`config.mk`:
```
export PLATFORM = sky130hd
export DESIGN_NAME = bmeu_exec_unit
export DESIGN_NICKNAME = d
export VERILOG_FILES = /design/src/verilog/bmeu_pkg.sv /design/src/verilog/bmeu_exec_unit.sv
export VERILOG_INCLUDE_DIRS = /design/src /design/src/verilog
export SDC_FILE = /design/constraint.sdc
export NUM_CORES = 1
export LEC_CHECK = 0
export BUFFER_PORTS_ARGS = -buffer_cell sky130_fd_sc_hd__buf_2
export CAP_MARGIN = 20
export CORE_UTILIZATION = 30
export CTS_CLUSTER_DIAMETER = 100
export DETAILED_ROUTE_END_ITERATION = 12
export MAX_ROUTING_LAYER = met4
export PLACE_DENSITY = 0.56
export SYNTH_ARGS = -nofsm -noshare
export SYNTH_HDL_FRONTEND = slang
export SYNTH_SLANG_ARGS = --single-unit
```
`constraint.sdc`:
```
create_clock -name mclk -period 5.74 [get_ports mclk]
set_clock_uncertainty 0.05 [all_clocks]
set_input_delay 0.861 -clock mclk [delete_from_list [all_inputs] [get_ports mclk]]
set_output_delay 0.861 -clock mclk [all_outputs]
set_load 0.05 [all_outputs]
```
`src/verilog/bmeu_params.svh`:
```
// Purpose: Constants of the branch and multiply execution unit
// Assumes: Included by the unit, never alone
// Notes:   Widths are sized to the signals that they meet
`ifndef BMEU_PARAMS_SVH
`define BMEU_PARAMS_SVH
// Status flag positions
`define BMEU_FLAG_C 3'h0
`define BMEU_FLAG_Z 3'h1
`define BMEU_FLAG_N 3'h2
`define BMEU_FLAG_V 3'h3
`define BMEU_FLAG_S 3'h4
`define BMEU_FLAG_H 3'h5
`define BMEU_FLAG_T 3'h6
`define BMEU_FLAG_I 3'h7
// Cycle counts
`define BMEU_CYC_ONE      3'h1
`define BMEU_CYC_PROD     3'h2
`define BMEU_CYC_REL_GOTO 3'h2
`define BMEU_CYC_REL_CALL 3'h3
`define BMEU_CYC_PTR_GOTO 3'h2
`define BMEU_CYC_PTR_CALL 3'h3
`define BMEU_CYC_ABS_GOTO 3'h3
`define BMEU_CYC_ABS_CALL 3'h4
`define BMEU_CYC_EXIT     3'h4
`define BMEU_CYC_BR_TAKEN 3'h2
`define BMEU_CYC_SKIP_ONE 3'h2
`define BMEU_CYC_SKIP_TWO 3'h3
// Program counter steps and bit-addressable I/O limit
`define BMEU_PC_STEP      22'h000001
`define BMEU_PC_SKIP_ONE  22'h000002
`define BMEU_PC_SKIP_TWO  22'h000003
`define BMEU_IO_BIT_MAX   6'h1F
`define BMEU_ONES_BYTE    8'hFF
`endif

```
`src/verilog/bmeu_pkg.sv`:
```
// Purpose: Types of the branch and multiply execution unit
// Assumes: Opcode already decoded by the fetch stage
// Notes:   Program counter fields carry the widest supported width
`default_nettype none
package bmeu_pkg;
   typedef enum logic [5:0] {
      PROD_UNSIGNED, PROD_SIGNED, PROD_SIGNED_BY_UNSIGNED,
      FRACTION_PROD_UNSIGNED, FRACTION_PROD_SIGNED, FRACTION_PROD_MIXED,
      RELATIVE_GOTO, POINTER_GOTO, ABSOLUTE_GOTO,
      RELATIVE_SUB_INVOKE, POINTER_SUB_INVOKE, ABSOLUTE_SUB_INVOKE,
      SUBROUTINE_EXIT, INTERRUPT_EXIT,
      EQUAL_COMPARE_SKIP, REGISTER_COMPARE, COMPARE_THROUGH_CARRY, COMPARE_IMMEDIATE,
      REG_BIT_CLEAR_SKIP, REG_BIT_SET_SKIP, IO_BIT_CLEAR_SKIP, IO_BIT_SET_SKIP,
      FLAG_SET_BRANCH, FLAG_CLEAR_BRANCH, ZERO_SET_BRANCH, ZERO_CLEAR_BRANCH,
      CARRY_SET_BRANCH, CARRY_CLEAR_BRANCH, SAME_OR_HIGHER_BRANCH, LOWER_BRANCH,
      NEGATIVE_SET_BRANCH, NEGATIVE_CLEAR_BRANCH, SIGNED_GE_BRANCH, SIGNED_LT_BRANCH,
      HALF_CARRY_SET_BRANCH, HALF_CARRY_CLEAR_BRANCH,
      TRANSFER_BIT_SET_BRANCH, TRANSFER_BIT_CLEAR_BRANCH,
      OVERFLOW_SET_BRANCH, OVERFLOW_CLEAR_BRANCH,
      ZERO_REGISTER, FILL_ONES_REGISTER
   } bmeu_op_e;

   typedef enum logic [0:0] {
      ST_IDLE = 1'b0,
      ST_RUN  = 1'b1
   } bmeu_state_e;

   typedef struct packed {
      bmeu_op_e    op;
      logic [7:0]  rd;
      logic [7:0]  rr;
      logic [7:0]  imm;
      logic [2:0]  bitSel;
      logic [11:0] offset;
      logic [21:0] target;
      logic [15:0] pointer;
      logic [21:0] stackTop;
      logic [5:0]  ioAddr;
      logic [7:0]  ioData;
      logic        nextIsLong;
      logic [21:0] pc;
      logic [7:0]  flags;
   } bmeu_req_s;

   typedef struct packed {
      logic        done;
      logic        busy;
      logic        pcLoad;
      logic [21:0] pc;
      logic        flagsLoad;
      logic [7:0]  flags;
      logic        pairWrite;
      logic [15:0] pair;
      logic        regWrite;
      logic [7:0]  regData;
      logic        pushEn;
      logic [21:0] pushAddr;
      logic        ioRangeErr;
   } bmeu_res_s;
endpackage : bmeu_pkg
`default_nettype wire

```
`src/verilog/bmeu_exec_unit.sv`:
```
// Purpose: Executes multiplies and program-flow instructions
// Assumes: One request at a time, taken only while busy is low
// Notes:   Results and strobes appear together with done
`include "bmeu_params.svh"
`default_nettype none
// Behaviour
// - Integer multiplies write 16-bit product to pair 1:0, flags Z,C, two cycles
// - Fractional multiplies shift product left one, flags Z,C, two cycles
// - Relative goto/call load PC+offset+1; goto two, call three cycles
// - Pointer goto/call load PC from pointer; goto two, call three
// - Absolute goto/call load target; goto three, call four cycles
// - Equal compare skips next instruction, PC +2 or +3, one to three cycles
// - Compares subtract unstored, update Z,N,V,C,H in one cycle
// - Register bit skips on chosen bit clear or set, no flags changed
// - I/O bit skips test an I/O bit, skip on clear or set
// - I/O bit skips reach only addresses 0x00 to 0x1F
// - Generic flag branches: taken PC+offset+1 in two, else one cycle
// - Named branches follow zero, carry and negative flags
// - Signed branches test N xor V: ge on 0, lt on 1
// - Half carry and transfer bit branches, one or two cycles
// - Overflow branches taken on V set or clear
module bmeu_exec_unit #(
   parameter int PC_W = 13
) (
   input  wire logic               mclk,
   input  wire logic               arst_n,
   input  wire logic               start,
   input  wire bmeu_pkg::bmeu_req_s req,
   output var  bmeu_pkg::bmeu_res_s res
);
   localparam logic [21:0] PC_MASK = 22'((64'h1 << PC_W) - 64'h1);

   if (PC_W < 12 || PC_W > 22) begin : g_bad_pc_w
      $error("PC_W must lie between 12 and 22");
   end

   // ****************************************
   // Branch condition decode
   // ****************************************
   function automatic logic branchTaken(input bmeu_pkg::bmeu_op_e op,
                                        input logic [2:0] bitSel,
                                        input logic [7:0] f);
      logic t;
      t = 1'b0;
      case (op)
         bmeu_pkg::FLAG_SET_BRANCH:           t = f[bitSel];
         bmeu_pkg::FLAG_CLEAR_BRANCH:         t = ~f[bitSel];
         bmeu_pkg::ZERO_SET_BRANCH:           t = f[`BMEU_FLAG_Z];
         bmeu_pkg::ZERO_CLEAR_BRANCH:         t = ~f[`BMEU_FLAG_Z];
         bmeu_pkg::CARRY_SET_BRANCH,
         bmeu_pkg::LOWER_BRANCH:              t = f[`BMEU_FLAG_C];
         bmeu_pkg::CARRY_CLEAR_BRANCH,
         bmeu_pkg::SAME_OR_HIGHER_BRANCH:     t = ~f[`BMEU_FLAG_C];
         bmeu_pkg::NEGATIVE_SET_BRANCH:       t = f[`BMEU_FLAG_N];
         bmeu_pkg::NEGATIVE_CLEAR_BRANCH:     t = ~f[`BMEU_FLAG_N];
         bmeu_pkg::SIGNED_GE_BRANCH:          t = ~(f[`BMEU_FLAG_N] ^ f[`BMEU_FLAG_V]);
         bmeu_pkg::SIGNED_LT_BRANCH:          t = f[`BMEU_FLAG_N] ^ f[`BMEU_FLAG_V];
         bmeu_pkg::HALF_CARRY_SET_BRANCH:     t = f[`BMEU_FLAG_H];
         bmeu_pkg::HALF_CARRY_CLEAR_BRANCH:   t = ~f[`BMEU_FLAG_H];
         bmeu_pkg::TRANSFER_BIT_SET_BRANCH:   t = f[`BMEU_FLAG_T];
         bmeu_pkg::TRANSFER_BIT_CLEAR_BRANCH: t = ~f[`BMEU_FLAG_T];
         bmeu_pkg::OVERFLOW_SET_BRANCH:       t = f[`BMEU_FLAG_V];
         bmeu_pkg::OVERFLOW_CLEAR_BRANCH:     t = ~f[`BMEU_FLAG_V];
         default:                             t = 1'b0;
      endcase
      return t;
   endfunction : branchTaken

   // ****************************************
   // Sequencer and result computation
   // ****************************************
   bmeu_pkg::bmeu_state_e state;
   bmeu_pkg::bmeu_state_e next_state;
   logic [2:0]            count;
   logic [2:0]            next_count;
   bmeu_pkg::bmeu_res_s   pend;
   bmeu_pkg::bmeu_res_s   next_pend;
   bmeu_pkg::bmeu_res_s   next_res;
   logic                  take;
   logic [21:0]           relTarget;

   assign take      = start && (state == bmeu_pkg::ST_IDLE);
   assign relTarget = (req.pc + {{10{req.offset[11]}}, req.offset} + `BMEU_PC_STEP) & PC_MASK;

   always_comb begin
      logic signed [17:0] prod;
      logic [15:0]        prodOut;
      logic [8:0]         diff;
      logic [7:0]         subtrahend;
      logic [7:0]         r;
      logic               cin;
      logic               skipCond;
      logic               isCompare;
      logic [2:0]         cyc;
      prod       = 18'h00000;
      prodOut    = 16'h0000;
      diff       = 9'h000;
      subtrahend = 8'h00;
      r          = 8'h00;
      cin        = 1'b0;
      skipCond   = 1'b0;
      isCompare  = 1'b0;
      cyc        = `BMEU_CYC_ONE;
      next_state = state;
      next_count = count;
      next_pend  = pend;
      next_res   = res;
      next_res.done       = 1'b0;
      next_res.pcLoad     = 1'b0;
      next_res.flagsLoad  = 1'b0;
      next_res.pairWrite  = 1'b0;
      next_res.regWrite   = 1'b0;
      next_res.pushEn     = 1'b0;
      next_res.ioRangeErr = 1'b0;
      case (state)
         bmeu_pkg::ST_IDLE: begin
            if (start) begin
               next_pend       = '0;
               next_pend.done  = 1'b1;
               next_pend.flags = req.flags;
               next_pend.pc    = (req.pc + `BMEU_PC_STEP) & PC_MASK;
               case (req.op)
                  bmeu_pkg::PROD_UNSIGNED, bmeu_pkg::PROD_SIGNED,
                  bmeu_pkg::PROD_SIGNED_BY_UNSIGNED,
                  bmeu_pkg::FRACTION_PROD_UNSIGNED, bmeu_pkg::FRACTION_PROD_SIGNED,
                  bmeu_pkg::FRACTION_PROD_MIXED: begin
                     prod = $signed({req.rd[7] & (req.op inside {bmeu_pkg::PROD_SIGNED,
                                     bmeu_pkg::PROD_SIGNED_BY_UNSIGNED,
                                     bmeu_pkg::FRACTION_PROD_SIGNED,
                                     bmeu_pkg::FRACTION_PROD_MIXED}), req.rd})
                          * $signed({req.rr[7] & (req.op inside {bmeu_pkg::PROD_SIGNED,
                                     bmeu_pkg::FRACTION_PROD_SIGNED}), req.rr});
                     prodOut = (req.op inside {bmeu_pkg::FRACTION_PROD_UNSIGNED,
                                bmeu_pkg::FRACTION_PROD_SIGNED, bmeu_pkg::FRACTION_PROD_MIXED})
                             ? {prod[14:0], 1'b0} : prod[15:0];
                     next_pend.pairWrite = 1'b1;
                     next_pend.pair      = prodOut;
                     next_pend.flagsLoad = 1'b1;
                     next_pend.flags[`BMEU_FLAG_C] = prod[15];
                     next_pend.flags[`BMEU_FLAG_Z] = (prodOut == 16'h0000);
                     cyc = `BMEU_CYC_PROD;
                  end
                  bmeu_pkg::RELATIVE_GOTO, bmeu_pkg::RELATIVE_SUB_INVOKE: begin
                     next_pend.pcLoad = 1'b1;
                     next_pend.pc     = relTarget;
                     next_pend.pushEn   = (req.op == bmeu_pkg::RELATIVE_SUB_INVOKE);
                     next_pend.pushAddr = (req.pc + `BMEU_PC_STEP) & PC_MASK;
                     cyc = next_pend.pushEn ? `BMEU_CYC_REL_CALL : `BMEU_CYC_REL_GOTO;
                  end
                  bmeu_pkg::POINTER_GOTO, bmeu_pkg::POINTER_SUB_INVOKE: begin
                     next_pend.pcLoad = 1'b1;
                     next_pend.pc     = {6'h00, req.pointer} & PC_MASK;
                     next_pend.pushEn   = (req.op == bmeu_pkg::POINTER_SUB_INVOKE);
                     next_pend.pushAddr = (req.pc + `BMEU_PC_STEP) & PC_MASK;
                     cyc = next_pend.pushEn ? `BMEU_CYC_PTR_CALL : `BMEU_CYC_PTR_GOTO;
                  end
                  bmeu_pkg::ABSOLUTE_GOTO, bmeu_pkg::ABSOLUTE_SUB_INVOKE: begin
                     next_pend.pcLoad = 1'b1;
                     next_pend.pc     = req.target & PC_MASK;
                     next_pend.pushEn   = (req.op == bmeu_pkg::ABSOLUTE_SUB_INVOKE);
                     next_pend.pushAddr = (req.pc + `BMEU_PC_SKIP_ONE) & PC_MASK;
                     cyc = next_pend.pushEn ? `BMEU_CYC_ABS_CALL : `BMEU_CYC_ABS_GOTO;
                  end
                  bmeu_pkg::SUBROUTINE_EXIT, bmeu_pkg::INTERRUPT_EXIT: begin
                     next_pend.pcLoad = 1'b1;
                     next_pend.pc     = req.stackTop & PC_MASK;
                     next_pend.flagsLoad = (req.op == bmeu_pkg::INTERRUPT_EXIT);
                     next_pend.flags[`BMEU_FLAG_I] = req.flags[`BMEU_FLAG_I]
                                                   | next_pend.flagsLoad;
                     cyc = `BMEU_CYC_EXIT;
                  end
                  bmeu_pkg::REGISTER_COMPARE, bmeu_pkg::COMPARE_THROUGH_CARRY,
                  bmeu_pkg::COMPARE_IMMEDIATE: begin
                     isCompare  = 1'b1;
                     subtrahend = (req.op == bmeu_pkg::COMPARE_IMMEDIATE) ? req.imm : req.rr;
                     cin  = (req.op == bmeu_pkg::COMPARE_THROUGH_CARRY) & req.flags[`BMEU_FLAG_C];
                     diff = {1'b0, req.rd} - {1'b0, subtrahend} - {8'h00, cin};
                     r    = diff[7:0];
                     next_pend.flagsLoad = 1'b1;
                     next_pend.flags[`BMEU_FLAG_C] = diff[8];
                     next_pend.flags[`BMEU_FLAG_N] = r[7];
                     next_pend.flags[`BMEU_FLAG_V] = (req.rd[7] & ~subtrahend[7] & ~r[7])
                                                   | (~req.rd[7] & subtrahend[7] & r[7]);
                     next_pend.flags[`BMEU_FLAG_S] = r[7] ^ next_pend.flags[`BMEU_FLAG_V];
                     next_pend.flags[`BMEU_FLAG_H] = (~req.rd[3] & subtrahend[3])
                                                   | (subtrahend[3] & r[3]) | (r[3] & ~req.rd[3]);
                     next_pend.flags[`BMEU_FLAG_Z] = (r == 8'h00) & ((req.op !=
                        bmeu_pkg::COMPARE_THROUGH_CARRY) | req.flags[`BMEU_FLAG_Z]);
                  end
                  bmeu_pkg::EQUAL_COMPARE_SKIP, bmeu_pkg::REG_BIT_CLEAR_SKIP,
                  bmeu_pkg::REG_BIT_SET_SKIP, bmeu_pkg::IO_BIT_CLEAR_SKIP,
                  bmeu_pkg::IO_BIT_SET_SKIP: begin
                     case (req.op)
                        bmeu_pkg::EQUAL_COMPARE_SKIP: skipCond = (req.rd == req.rr);
                        bmeu_pkg::REG_BIT_CLEAR_SKIP: skipCond = ~req.rr[req.bitSel];
                        bmeu_pkg::REG_BIT_SET_SKIP:   skipCond = req.rr[req.bitSel];
                        bmeu_pkg::IO_BIT_CLEAR_SKIP:  skipCond = ~req.ioData[req.bitSel];
                        bmeu_pkg::IO_BIT_SET_SKIP:    skipCond = req.ioData[req.bitSel];
                        default:                      skipCond = 1'b0;
                     endcase
                     if (req.op inside {bmeu_pkg::IO_BIT_CLEAR_SKIP, bmeu_pkg::IO_BIT_SET_SKIP}
                         && req.ioAddr > `BMEU_IO_BIT_MAX) begin
                        skipCond             = 1'b0;
                        next_pend.ioRangeErr = 1'b1;
                     end
                     next_pend.pcLoad = 1'b1;
                     if (skipCond) begin
                        next_pend.pc = (req.pc + (req.nextIsLong ? `BMEU_PC_SKIP_TWO
                                                 : `BMEU_PC_SKIP_ONE)) & PC_MASK;
                        cyc = req.nextIsLong ? `BMEU_CYC_SKIP_TWO : `BMEU_CYC_SKIP_ONE;
                     end
                  end
                  bmeu_pkg::ZERO_REGISTER, bmeu_pkg::FILL_ONES_REGISTER: begin
                     next_pend.regWrite = 1'b1;
                     if (req.op == bmeu_pkg::ZERO_REGISTER) begin
                        next_pend.flagsLoad = 1'b1;
                        next_pend.flags[`BMEU_FLAG_Z] = 1'b1;
                        next_pend.flags[`BMEU_FLAG_N] = 1'b0;
                        next_pend.flags[`BMEU_FLAG_V] = 1'b0;
                        next_pend.flags[`BMEU_FLAG_S] = 1'b0;
                     end else begin
                        next_pend.regData = `BMEU_ONES_BYTE;
                     end
                  end
                  default: begin
                     next_pend.pcLoad = 1'b1;
                     if (branchTaken(req.op, req.bitSel, req.flags)) begin
                        next_pend.pc = relTarget;
                        cyc = `BMEU_CYC_BR_TAKEN;
                     end
                  end
               endcase
               next_count    = cyc - 3'h1;
               next_state    = bmeu_pkg::ST_RUN;
               next_res.busy = 1'b1;
            end
         end
         bmeu_pkg::ST_RUN: begin
            if (count == 3'h0) begin
               next_res   = pend;
               next_state = bmeu_pkg::ST_IDLE;
            end else begin
               next_count = count - 3'h1;
            end
         end
         default: begin
            next_state = bmeu_pkg::ST_IDLE;
         end
      endcase
   end

   always_ff @(posedge mclk or negedge arst_n) begin
      if (!arst_n) begin
         state <= bmeu_pkg::ST_IDLE;
         count <= 3'h0;
         pend  <= '0;
         res   <= '0;
      end else begin
         state <= next_state;
         count <= next_count;
         pend  <= next_pend;
         res   <= next_res;
      end
   end
endmodule : bmeu_exec_unit
`default_nettype wire

```
* Yosys cells after proc, flatten, opt, wreduce, memory -nomap -nowiden
Cells that the tools add are included.
Word-level totals: register bits 171, bits in latches 0, memory bits (writable) 0, bits in read-only memories 0, bits of input ports 153, word-level logic and storage cells 200, memories kept 0
Operators by class: $add $sub $neg 9, multiply operators 1, divide/modulo/power cells 0, $lt $le $gt $ge 2, equal/unequal tests 46, shift operators 0, muxes and demuxes 55, bitwise logic cells 33, reductions and logical operators 27
Operators with widths (number):
- $pmux 23 s6 | 1
- $eq 6x5->1 const B | 16
- $mux 84 | 1
- $mux 82 | 1
- $pmux 23 s3 | 1
- $eq 6x6->1 const B | 10
- $eq 6x4->1 const B | 8
- $add 13x1->13 const B | 2
- $mux 13 | 2
- $eq 6x3->1 const B | 4
- $reduce_or 24->1 | 1
- $mux 1 | 23
- $pmux 3 s7 | 1
- $mux 17 | 1
- $logic_not 16->1 | 1
- $mul 9x9->16 | 1
- $mux 16 | 1
- $mux 8 | 2
- $pmux 1 s16 | 1
- $mux 3 | 5
- $not 1->1 | 15
- $reduce_or 2->1 | 7
- $add 13x13->13 | 1
- $add 13x2->13 | 1
- other kinds (36) | 66

* Depth between registers and ports, before layout
Gate-level depths: netlist of run 1.
depth after elaboration 15, gate-level depth with buffers 24, gate-level depth less buffers 22

* Least setup slack after synthesis of run 1
OpenSTA, ideal clock, no wires.
path type input-to-reg, from in req[145] in the netlist's numbering, to reg pend[51] in the netlist's numbering, setup time 0.064 ns, arrival 6.548 ns, required time 5.626 ns, slack -0.922 ns, stages on the path 22, buffers on the path 3, path through clkbuf_1 clkbuf_1 clkbuf_1 a21oi_1 nand3_1 or2_2 fa_1 fa_1 inv_1 fa_1 fa_1 inv_1 fa_1 inv_1 ha_1 o21ai_0 nand2_1 xor2_1 or4_1 or4_1 nor4_1 a21o_1
On the way: word-level cells in the longest chain between the ends 7, elaborated cells between the ends (all ways) 32
RTL lines:
- from (decl) | line bmeu_exec_unit.sv:28 | input wire bmeu_pkg::bmeu_req_s req,
- $eq 6x1->1 (tied with other cells) | line bmeu_exec_unit.sv:122, bmeu_exec_unit.sv:127, bmeu_exec_unit.sv:131
- $reduce_bool 4->1 (tied with other cells) | line bmeu_exec_unit.sv:127 | prod = $signed({req.rd[7] & (req.op inside {bmeu_pkg::PROD_SIGNED,
- $and 1x1->1 (tied with other cells) | line bmeu_exec_unit.sv:127
- $mul 9x9->16 or $sub 9x1->9 (tied branches) | line bmeu_exec_unit.sv:131, bmeu_exec_unit.sv:177
- $mux 16 or $logic_not 8->1 (tied branches) | line bmeu_exec_unit.sv:135, bmeu_exec_unit.sv:187
- $logic_not 16->1 or $and 1x1->1 (tied branches) | line bmeu_exec_unit.sv:140, bmeu_exec_unit.sv:187
- $pmux 1 s3 * | line bmeu_exec_unit.sv:122 | case (req.op)
- to (signal assigned) | line bmeu_exec_unit.sv:261 | pend <= next_pend;
- to (decl) | line bmeu_exec_unit.sv:76 | bmeu_pkg::bmeu_res_s pend;
Every way passes the cells marked *; elsewhere a longest branch is shown, timed or not. A chain may end at the register's enable or synchronous reset.

* Worst setup path in the final report of run 1
from in req[144] in the netlist's numbering, to reg pend[51] in the netlist's numbering
Same word-level chain as after synthesis.

==> results of run 1 <==
## sequential cells by signal, summed over array words and instances, names as in the netlist
name and count:
state 1, count 3, res 59, pend 58
## layout make-up
type	count	area (µm²)	area share, %
repair buffers	259	1530	10.9
clock buffers	18	439	3.13
diodes	1	2.50	0.0179
multi-input cells	935	7750	55.3
well taps	511	639	4.56
flip-flops and latches	121	3030	21.6
inverters	123	462	3.29
clock inverters	14	161	1.15
## path summary, 6_finish.rpt
check / startpoint / slack [ns] / end
max in group asynchronous: arst_n / 3.88 / res[64]$_DFFE_PN0P_
min in group asynchronous: arst_n / 0.51 / res[54]$_DFFE_PN0P_
hold / removal: pend[83]$_DFFE_PN0P_ / 0.41 / pend[83]$_DFFE_PN0P_
setup reg to reg: state$_DFF_PN0_ / 3.07 / pend[51]$_DFFE_PN0P_
setup / recovery: req[144] / 0.11 / pend[51]$_DFFE_PN0P_
hold reg to reg: pend[83]$_DFFE_PN0P_ / 0.41 / pend[83]$_DFFE_PN0P_
## cells by family (layout without fill, tap and decap cells)
group / after synthesis / count (layout)
flip-flops: 121 / 121
adder cells (fa/ha/maj): 141 / 141
AO/OA/AOI/OAI: 248 / 248
XOR/XNOR: 56 / 56
buffers and inverters: 217 / 414
other: 1 / 19
multiplexers: 92 / 92
AND/OR/NAND/NOR: 380 / 380
## routing by layer
metal | vias up | GRT usage [%] | part of all wire [%]
met5 | - | - | 0
met4 | 0 | 4.74 | 1.4
met3 | 30 | 2.17 | 4.3
met2 | 281 | 28.1 | 46
met1 | 4768 | 26.1 | 49
li1 | 4735 | - | -
## metrics by stage
stage | worst slack [ns] | total power [mW]
final | 0.110 | 5.63
after global routing | -0.125 | 6.05
after CTS | 0.00887 | 5.54
after detailed placement | -0.439 | 4.40
after global placement | -0.452 | 4.37
after floorplan | -0.321 | 3.45
## Yosys cell counts, types with 5 or more instances
cell and n:
o221ai_1 5, a21o_1 9, or2_2 10, clkbuf_1 57
o22ai_1 8, nor3_1 25, a211oi_1 9, inv_1 123
or3_1 8, xor2_1 16, o21a_1 12, nor2_1 82
and3_1 9, nand2b_1 14, xnor2_1 40, o211ai_1 6
nand2_1 115, nor2b_1 13, fa_1 66, mux2_2 58
nand3_1 17, buf_2 10, o21ai_0 62, mux2i_1 26
o2111ai_1 5, and2_1 46, mux4_1 6, a21oi_1 51
ha_1 75, nor4_1 9, a221o_1 15, nand4_1 10
a31oi_1 6, buf_4 25, a221oi_1 12, nand3b_1 5
dfrtp_1 121
## report_power, final
part	switching (mW)	total, mW	internal [mW]
combinational	1.89	3.16	1.27
clock	0.440	1.10	0.661
sequential	0.192	1.37	1.18
total	2.52	5.63	3.11
## what timing repair did
item,CTS,global route
resized for setup,0,40
setup buffers,0,4
setup endpoints to repair,0,6
==> impl_metrics.csv, run 1 <==
group,metric,value,unit
logic_synthesis,synthArstFlopShare,100,%
worst_setup_path,cp_max_fo,5,
placed_design,place_area,13200,µm²
worst_setup_path,critPathTopFamily,"adder cells",
global_routing,overflow,0,
cts,clockBufferDepth,2,
floorplan,die_w,197,µm
cts,cts_made_buffers,17,
timing,fin_crit,5.63,ns
timing,grt_setup_unrepaired,"true",
logic_synthesis,synth_mux_area_share,9.71,%
cts,cts.sinks,121,
placed_design,hpwl,27300,µm
layout,final_cell_area,14000,µm²
floorplan,io_pins,237,
logic_synthesis,seq_area_frac_synth,26.6,%
routing,routed_wl,34600,µm
cts,htree_num_levels,4,
cts,clkTransAtPathRegs,0.06,ns
routing,drt_iter0_drc,526,
layout,utilization,37.4,%
cts,clk_latency,0.43,ns
routing,viasPerCell,4.95,
min_path,worstHoldPathType,"reg2reg",
floorplan,dieArea,38800,µm²
routing,drc,0,
placed_design,placed_cells,1944,
min_path,hold_depth,1,
floorplan,core_area,37500,µm²
placed_design,portBuffers,183,
logic_synthesis,ys.flop_type,"dfrtp_1",
logic_synthesis,synth_top_area_share,26.6,%
routing,detail_route.first_pass.iterations,7,
logic_synthesis,synthSimpleGateAreaFrac,16.7,%
power_and_ir_drop,p_leak,6.53,nW
layout,nets,1751,
logic_synthesis,yosys_warnings,0,
floorplan,rows,71,
layout,stdcell_count,1982,
cts,cts_tree,"yes",
layout,synthToLayoutAreaGrowth,22.9,%
power_and_ir_drop,peakVddDrop,0.212,mV
logic_synthesis,synthesis.area,11400,µm²
status,status,"finished clean",
timing,max_freq,178,MHz
worst_setup_path,worst_ep_required_time,6.05,ns
logic_synthesis,synth_area_leader_cell,"dfrtp_1",
floorplan,start_util,30.4,%
timing,tightest_slew,0.954,ns
layout,final_cell_mix,"180 x buf_2, 121 x dfrtp_1, 115 x inv_1",
logic_synthesis,synth_compound_gate_area_share,14.7,%
worst_setup_path,critical_path.most_common_cell,"fa_1",
layout,fillers,3898,
floorplan,die_y,197,µm
logic_synthesis,ys_ff_latch,121,
logic_synthesis,synthAdderAreaFrac,19.8,%
timing,fin_tns_setup,0,ns
global_routing,grt_pass1_wl,54000,µm
worst_setup_path,start_kind,"input pin",
logic_synthesis,avgSynthCellArea,9.08,µm²
worst_setup_path,critPathSlowestCell,"fa_1",
routing,vias,9814,
worst_setup_path,critPathArrivalTime,5.94,ns
worst_setup_path,endpoint_kind,"flip-flop",
layout,layout-drive-gt1-share,28.4,%
timing,slew_headroom,36.2,%
timing,finalMaxSlewViolations,0,
logic_synthesis,synth_top_family_by_area,"adder cells",
layout,final_common_cell,"buf_2",
timing,hold_ws,0.415,ns
worst_setup_path,rr_worst_depth,7,
worst_setup_path,worstSetupPathDepth,21,
worst_setup_path,crit_type,"in2reg",
global_routing,grt_antenna_before_repair,1,
logic_synthesis,synth_edf_count,0,
routing,ant_nets,0,
power_and_ir_drop,p_per_area,402,nW/µm²
worst_setup_path,critical_path.max_stage_delay,0.53,ns
worst_setup_path,cp_num_buf_inv,4,
timing,hold_viol_final,0,
worst_setup_path,cp_cell_sequence,"buf_8, or3_1, and3_4, and2_4, nand2_4, fa_1, fa_1, inv_2, fa_1, fa_1, inv_1, fa_1, inv_2, ha_4, o21ai_4, nand2_2, xor2_2, or4_1, or4_4, nor4_2, a21o_1",
run,cap_violations,0,
global_routing,grt_pass1_vias,9395,
placed_design,place.gp.congestion,0.917,
routing,wl_per_cell,17.5,µm
global_routing,grt_max_degree,71,
timing,setup_viol,0,
timing,finalCritPeriodShare,98.1,%
logic_synthesis,ys_types,78,
logic_synthesis,netlist_top_cells_area,"dfrtp_1 27%, fa_1 12%, ha_1 8.2%",
cts,clockRootBuffer,"clkbuf_16",
logic_synthesis,synth-xor-area-share,4.30,%
global_routing,track_usage,18.5,%
cts,cts.hold.buffers_added,0,
logic_synthesis,synthCells,1256,
(Power assumes the default switching activity.)
==> inputs of run 2 (changes only) <==
--- a/config.mk
+++ b/config.mk
@@ -6,6 +6,7 @@
 export SDC_FILE = /design/constraint.sdc
 export NUM_CORES = 1
 export LEC_CHECK = 0
+export ABC_AREA = 1
 export BUFFER_PORTS_ARGS = -buffer_cell sky130_fd_sc_hd__buf_2
 export CAP_MARGIN = 20
 export CORE_UTILIZATION = 30
==> run 2 against run 1 <==
Synthesized cell count grew 33%. First-iteration DRC count grew 72%. Global-route usage up 0.70 points. Core utilization down 0.15 points. Cell count rose by 22%. Clock power hardly changed. Sequential power is essentially flat. Register-to-register slack better by 0.33 ns. Clock-buffer cell count grew 5. Maximum frequency up 2.3%. Non-clock buffer count decreased by 4. Critical path type unchanged. Largest cell class unchanged.
==> impl_metrics.csv, run 2 <==
group,metric,value,unit
routing,drt_iter0_drc,904,
worst_setup_path,critPathArrivalTime,5.80,ns
logic_synthesis,avgSynthCellArea,7.08,µm²
global_routing,grt_max_degree,74,
routing,ant_nets,0,
placed_design,place.gp.congestion,0.926,
run,cap_violations,0,
routing,vias,11400,
floorplan,core_area,38800,µm²
logic_synthesis,synth_mux_area_share,2.08,%
power_and_ir_drop,power,5.81,mW
logic_synthesis,synthSimpleGateAreaFrac,26.2,%
cts,cts.hold.buffers_added,0,
logic_synthesis,synth_compound_gate_area_share,10.6,%
timing,max_freq,182,MHz
layout,layout-drive-gt1-share,20.8,%
cts,cts_made_buffers,17,
global_routing,overflow,0,
layout,final_common_cell,"nand2_1",
placed_design,hpwl,30700,µm
layout,nets,2177,
power_and_ir_drop,p_per_area,402,nW/µm²
timing,fin_crit,5.50,ns
logic_synthesis,ys.flop_type,"dfrtp_1",
worst_setup_path,critical_path.max_stage_delay,0.55,ns
floorplan,die_w,201,µm
cts,htree_num_levels,4,
placed_design,placed_cells,2379,
floorplan,dieArea,40300,µm²
layout,top_register,"res",
worst_setup_path,critical_path.most_common_cell,"nand2_1",
timing,setup_viol,0,
worst_setup_path,endpoint_kind,"flip-flop",
logic_synthesis,seq_area_frac_synth,25.5,%
floorplan,die_y,201,µm
logic_synthesis,yosys_warnings,0,
layout,stdcell_count,2418,
logic_synthesis,post-synth-top-count-cell,"nand2_1",
worst_setup_path,crit_type,"in2reg",
worst_setup_path,worst_ep_required_time,6.04,ns
floorplan,start_util,30.5,%
logic_synthesis,ys_top_cells_by_count,"406 x nand2_1, 309 x inv_1, 136 x nand3_1",
timing,finalCritPeriodShare,95.9,%
logic_synthesis,synth_top_family_by_area,"simple AND/OR/NAND/NOR gates",
logic_synthesis,synthesis.area,11900,µm²
cts,clk_latency,0.41,ns
timing,slew_headroom,28.7,%
layout,largest_reg_flops,59,
worst_setup_path,cp_max_fo,6,
floorplan,rows,72,
cts,cts.sinks,121,
layout,top_regs,"res: 59 flops, pend: 58 flops, count: 3 flops",
status,status,"finished clean",
min_path,worstHoldPathType,"reg2reg",
logic_synthesis,synth_edf_count,0,
logic_synthesis,synth_area_leader_cell,"dfrtp_1",
logic_synthesis,netlist_top_cells_area,"dfrtp_1 26%, nand2_1 13%, fa_1 11%",
logic_synthesis,ys_types,49,
routing,detail_route.first_pass.iterations,5,
routing,routed_wl,37700,µm
logic_synthesis,synthArstFlopShare,100,%
power_and_ir_drop,peakVddDrop,0.252,mV
global_routing,grt_antenna_before_repair,6,
worst_setup_path,start_kind,"input pin",
global_routing,grt_pass1_vias,11000,
timing,finalMaxSlewViolations,0,
logic_synthesis,synth_top_area_share,25.5,%
cts,clockBufferDepth,2,
layout,fillers,4133,
logic_synthesis,synthCells,1673,
timing,tightest_slew,1.07,ns
placed_design,portBuffers,183,
global_routing,track_usage,19.2,%
global_routing,grt_pass1_wl,60000,µm
floorplan,io_pins,237,
timing,hold_ws,0.408,ns
routing,viasPerCell,4.72,
cts,clkTransAtPathRegs,0.06,ns
layout,utilization,37.2,%
logic_synthesis,synthAdderAreaFrac,19.1,%
routing,wl_per_cell,15.6,µm
cts,cts_tree,"yes",
logic_synthesis,synth-xor-area-share,2.73,%
timing,hold_viol_final,0,
worst_setup_path,critPathSlowestCell,"fa_1",
power_and_ir_drop,p_leak,7.80,nW
layout,final_cell_mix,"387 x nand2_1, 300 x inv_1, 181 x buf_2",
routing,drc,0,
logic_synthesis,ys_ff_latch,121,
layout,synthToLayoutAreaGrowth,21.9,%
cts,clockRootBuffer,"clkbuf_16",
[run 2: cell count changes in the layout (fill, tap and decap cells not counted), moves of 15 or more]
cell and delta:
nand3_1 +115, nor3_1 -16, nor2_1 +46, nand2_1 +278
xnor2_1 -29, inv_1 +185, o21ai_0 +44, a221o_1 -15
nand2_2 +18, and2_1 -44, mux2i_1 -25, mux2_2 -37
[run 2: kinds of logic after synthesis]
family	after synthesis
and+or+nand+nor	732
muxes	22
DFF	121
AOI/OAI and AO/OA	219
other	1
xor gates and xnor gates	37
buffers and inverters	400
adders and majority gates	141
[run 2: final timing paths]
path                                      startpoint                    to  slack [ns]  cells past startpoint
worst max-delay path                        req[145]  pend[51]$_DFFE_PN0P_        0.24                     31
worst min-delay path            pend[83]$_DFFE_PN0P_  pend[83]$_DFFE_PN0P_        0.41                      2
worst max register to register       state$_DFF_PN0_   res[50]$_DFFE_PN0P_        3.40                      5
worst min register to register  pend[83]$_DFFE_PN0P_  pend[83]$_DFFE_PN0P_        0.41                      2
max in group asynchronous                     arst_n   pend[3]$_DFFE_PN0P_        3.92                      2
min in group asynchronous                     arst_n   res[71]$_DFFE_PN0P_        0.52                      1
[run 2: stage by stage]
| stage | worst slack, ns | TNS, ns | area [µm²] |
|---|---|---|---|
| 4_1_cts | 0.00228 | 0 | 14200 |
| 6_report | 0.238 | 0 | 14500 |
| 3_5_place_dp | -0.414 | -1.88 | 13600 |
| 3_3_place_gp | -0.382 | -1.63 | 13600 |
| 2_1_floorplan | 0.0221 | 0 | 11900 |
| 5_1_grt | -0.0312 | -0.0312 | 14500 |
[run 2: timing repair]
action | in CTS | in global routing
gates resized for setup | 0 | 54
endpoints found under the setup margin | 0 | 8
setup buffers | 0 | 3
[run 2: per-layer routing]
metal	track usage, %	routed length [µm]
met5	-	0
met4	3.98	505
met3	2.27	1990
met2	28.1	16300
met1	28.3	19000
[run 2: worst max-delay path: cells and delay by family]
kind / cells / cell delay [ns]
adders and majority gates: 6 / 2.58
AOI/OAI and AO/OA: 1 / 0.18
and+or+nand+nor: 15 / 1.31
buffers and inverters: 9 / 0.89
[run 2: final cells by class]
class	count	area (µm²)	area share, %
timing repair buffer	255	1470	10.1
tap	518	648	4.48
antenna	5	12.5	0.0866
sequential	121	3030	21.0
clock buffer	23	478	3.31
multi-input combinational	1169	7480	51.8
inverter	319	1200	8.29
clock inverter	8	143	0.987
[run 2: report_power, final]
group | total, mW | leakage (nW) | switching, mW | internal, mW
logic | 3.34 | 5.96 | 2.19 | 1.16
registers | 1.35 | 1.54 | 0.160 | 1.20
clock network | 1.12 | 0.303 | 0.360 | 0.756
total | 5.81 | 7.80 | 2.71 | 3.11
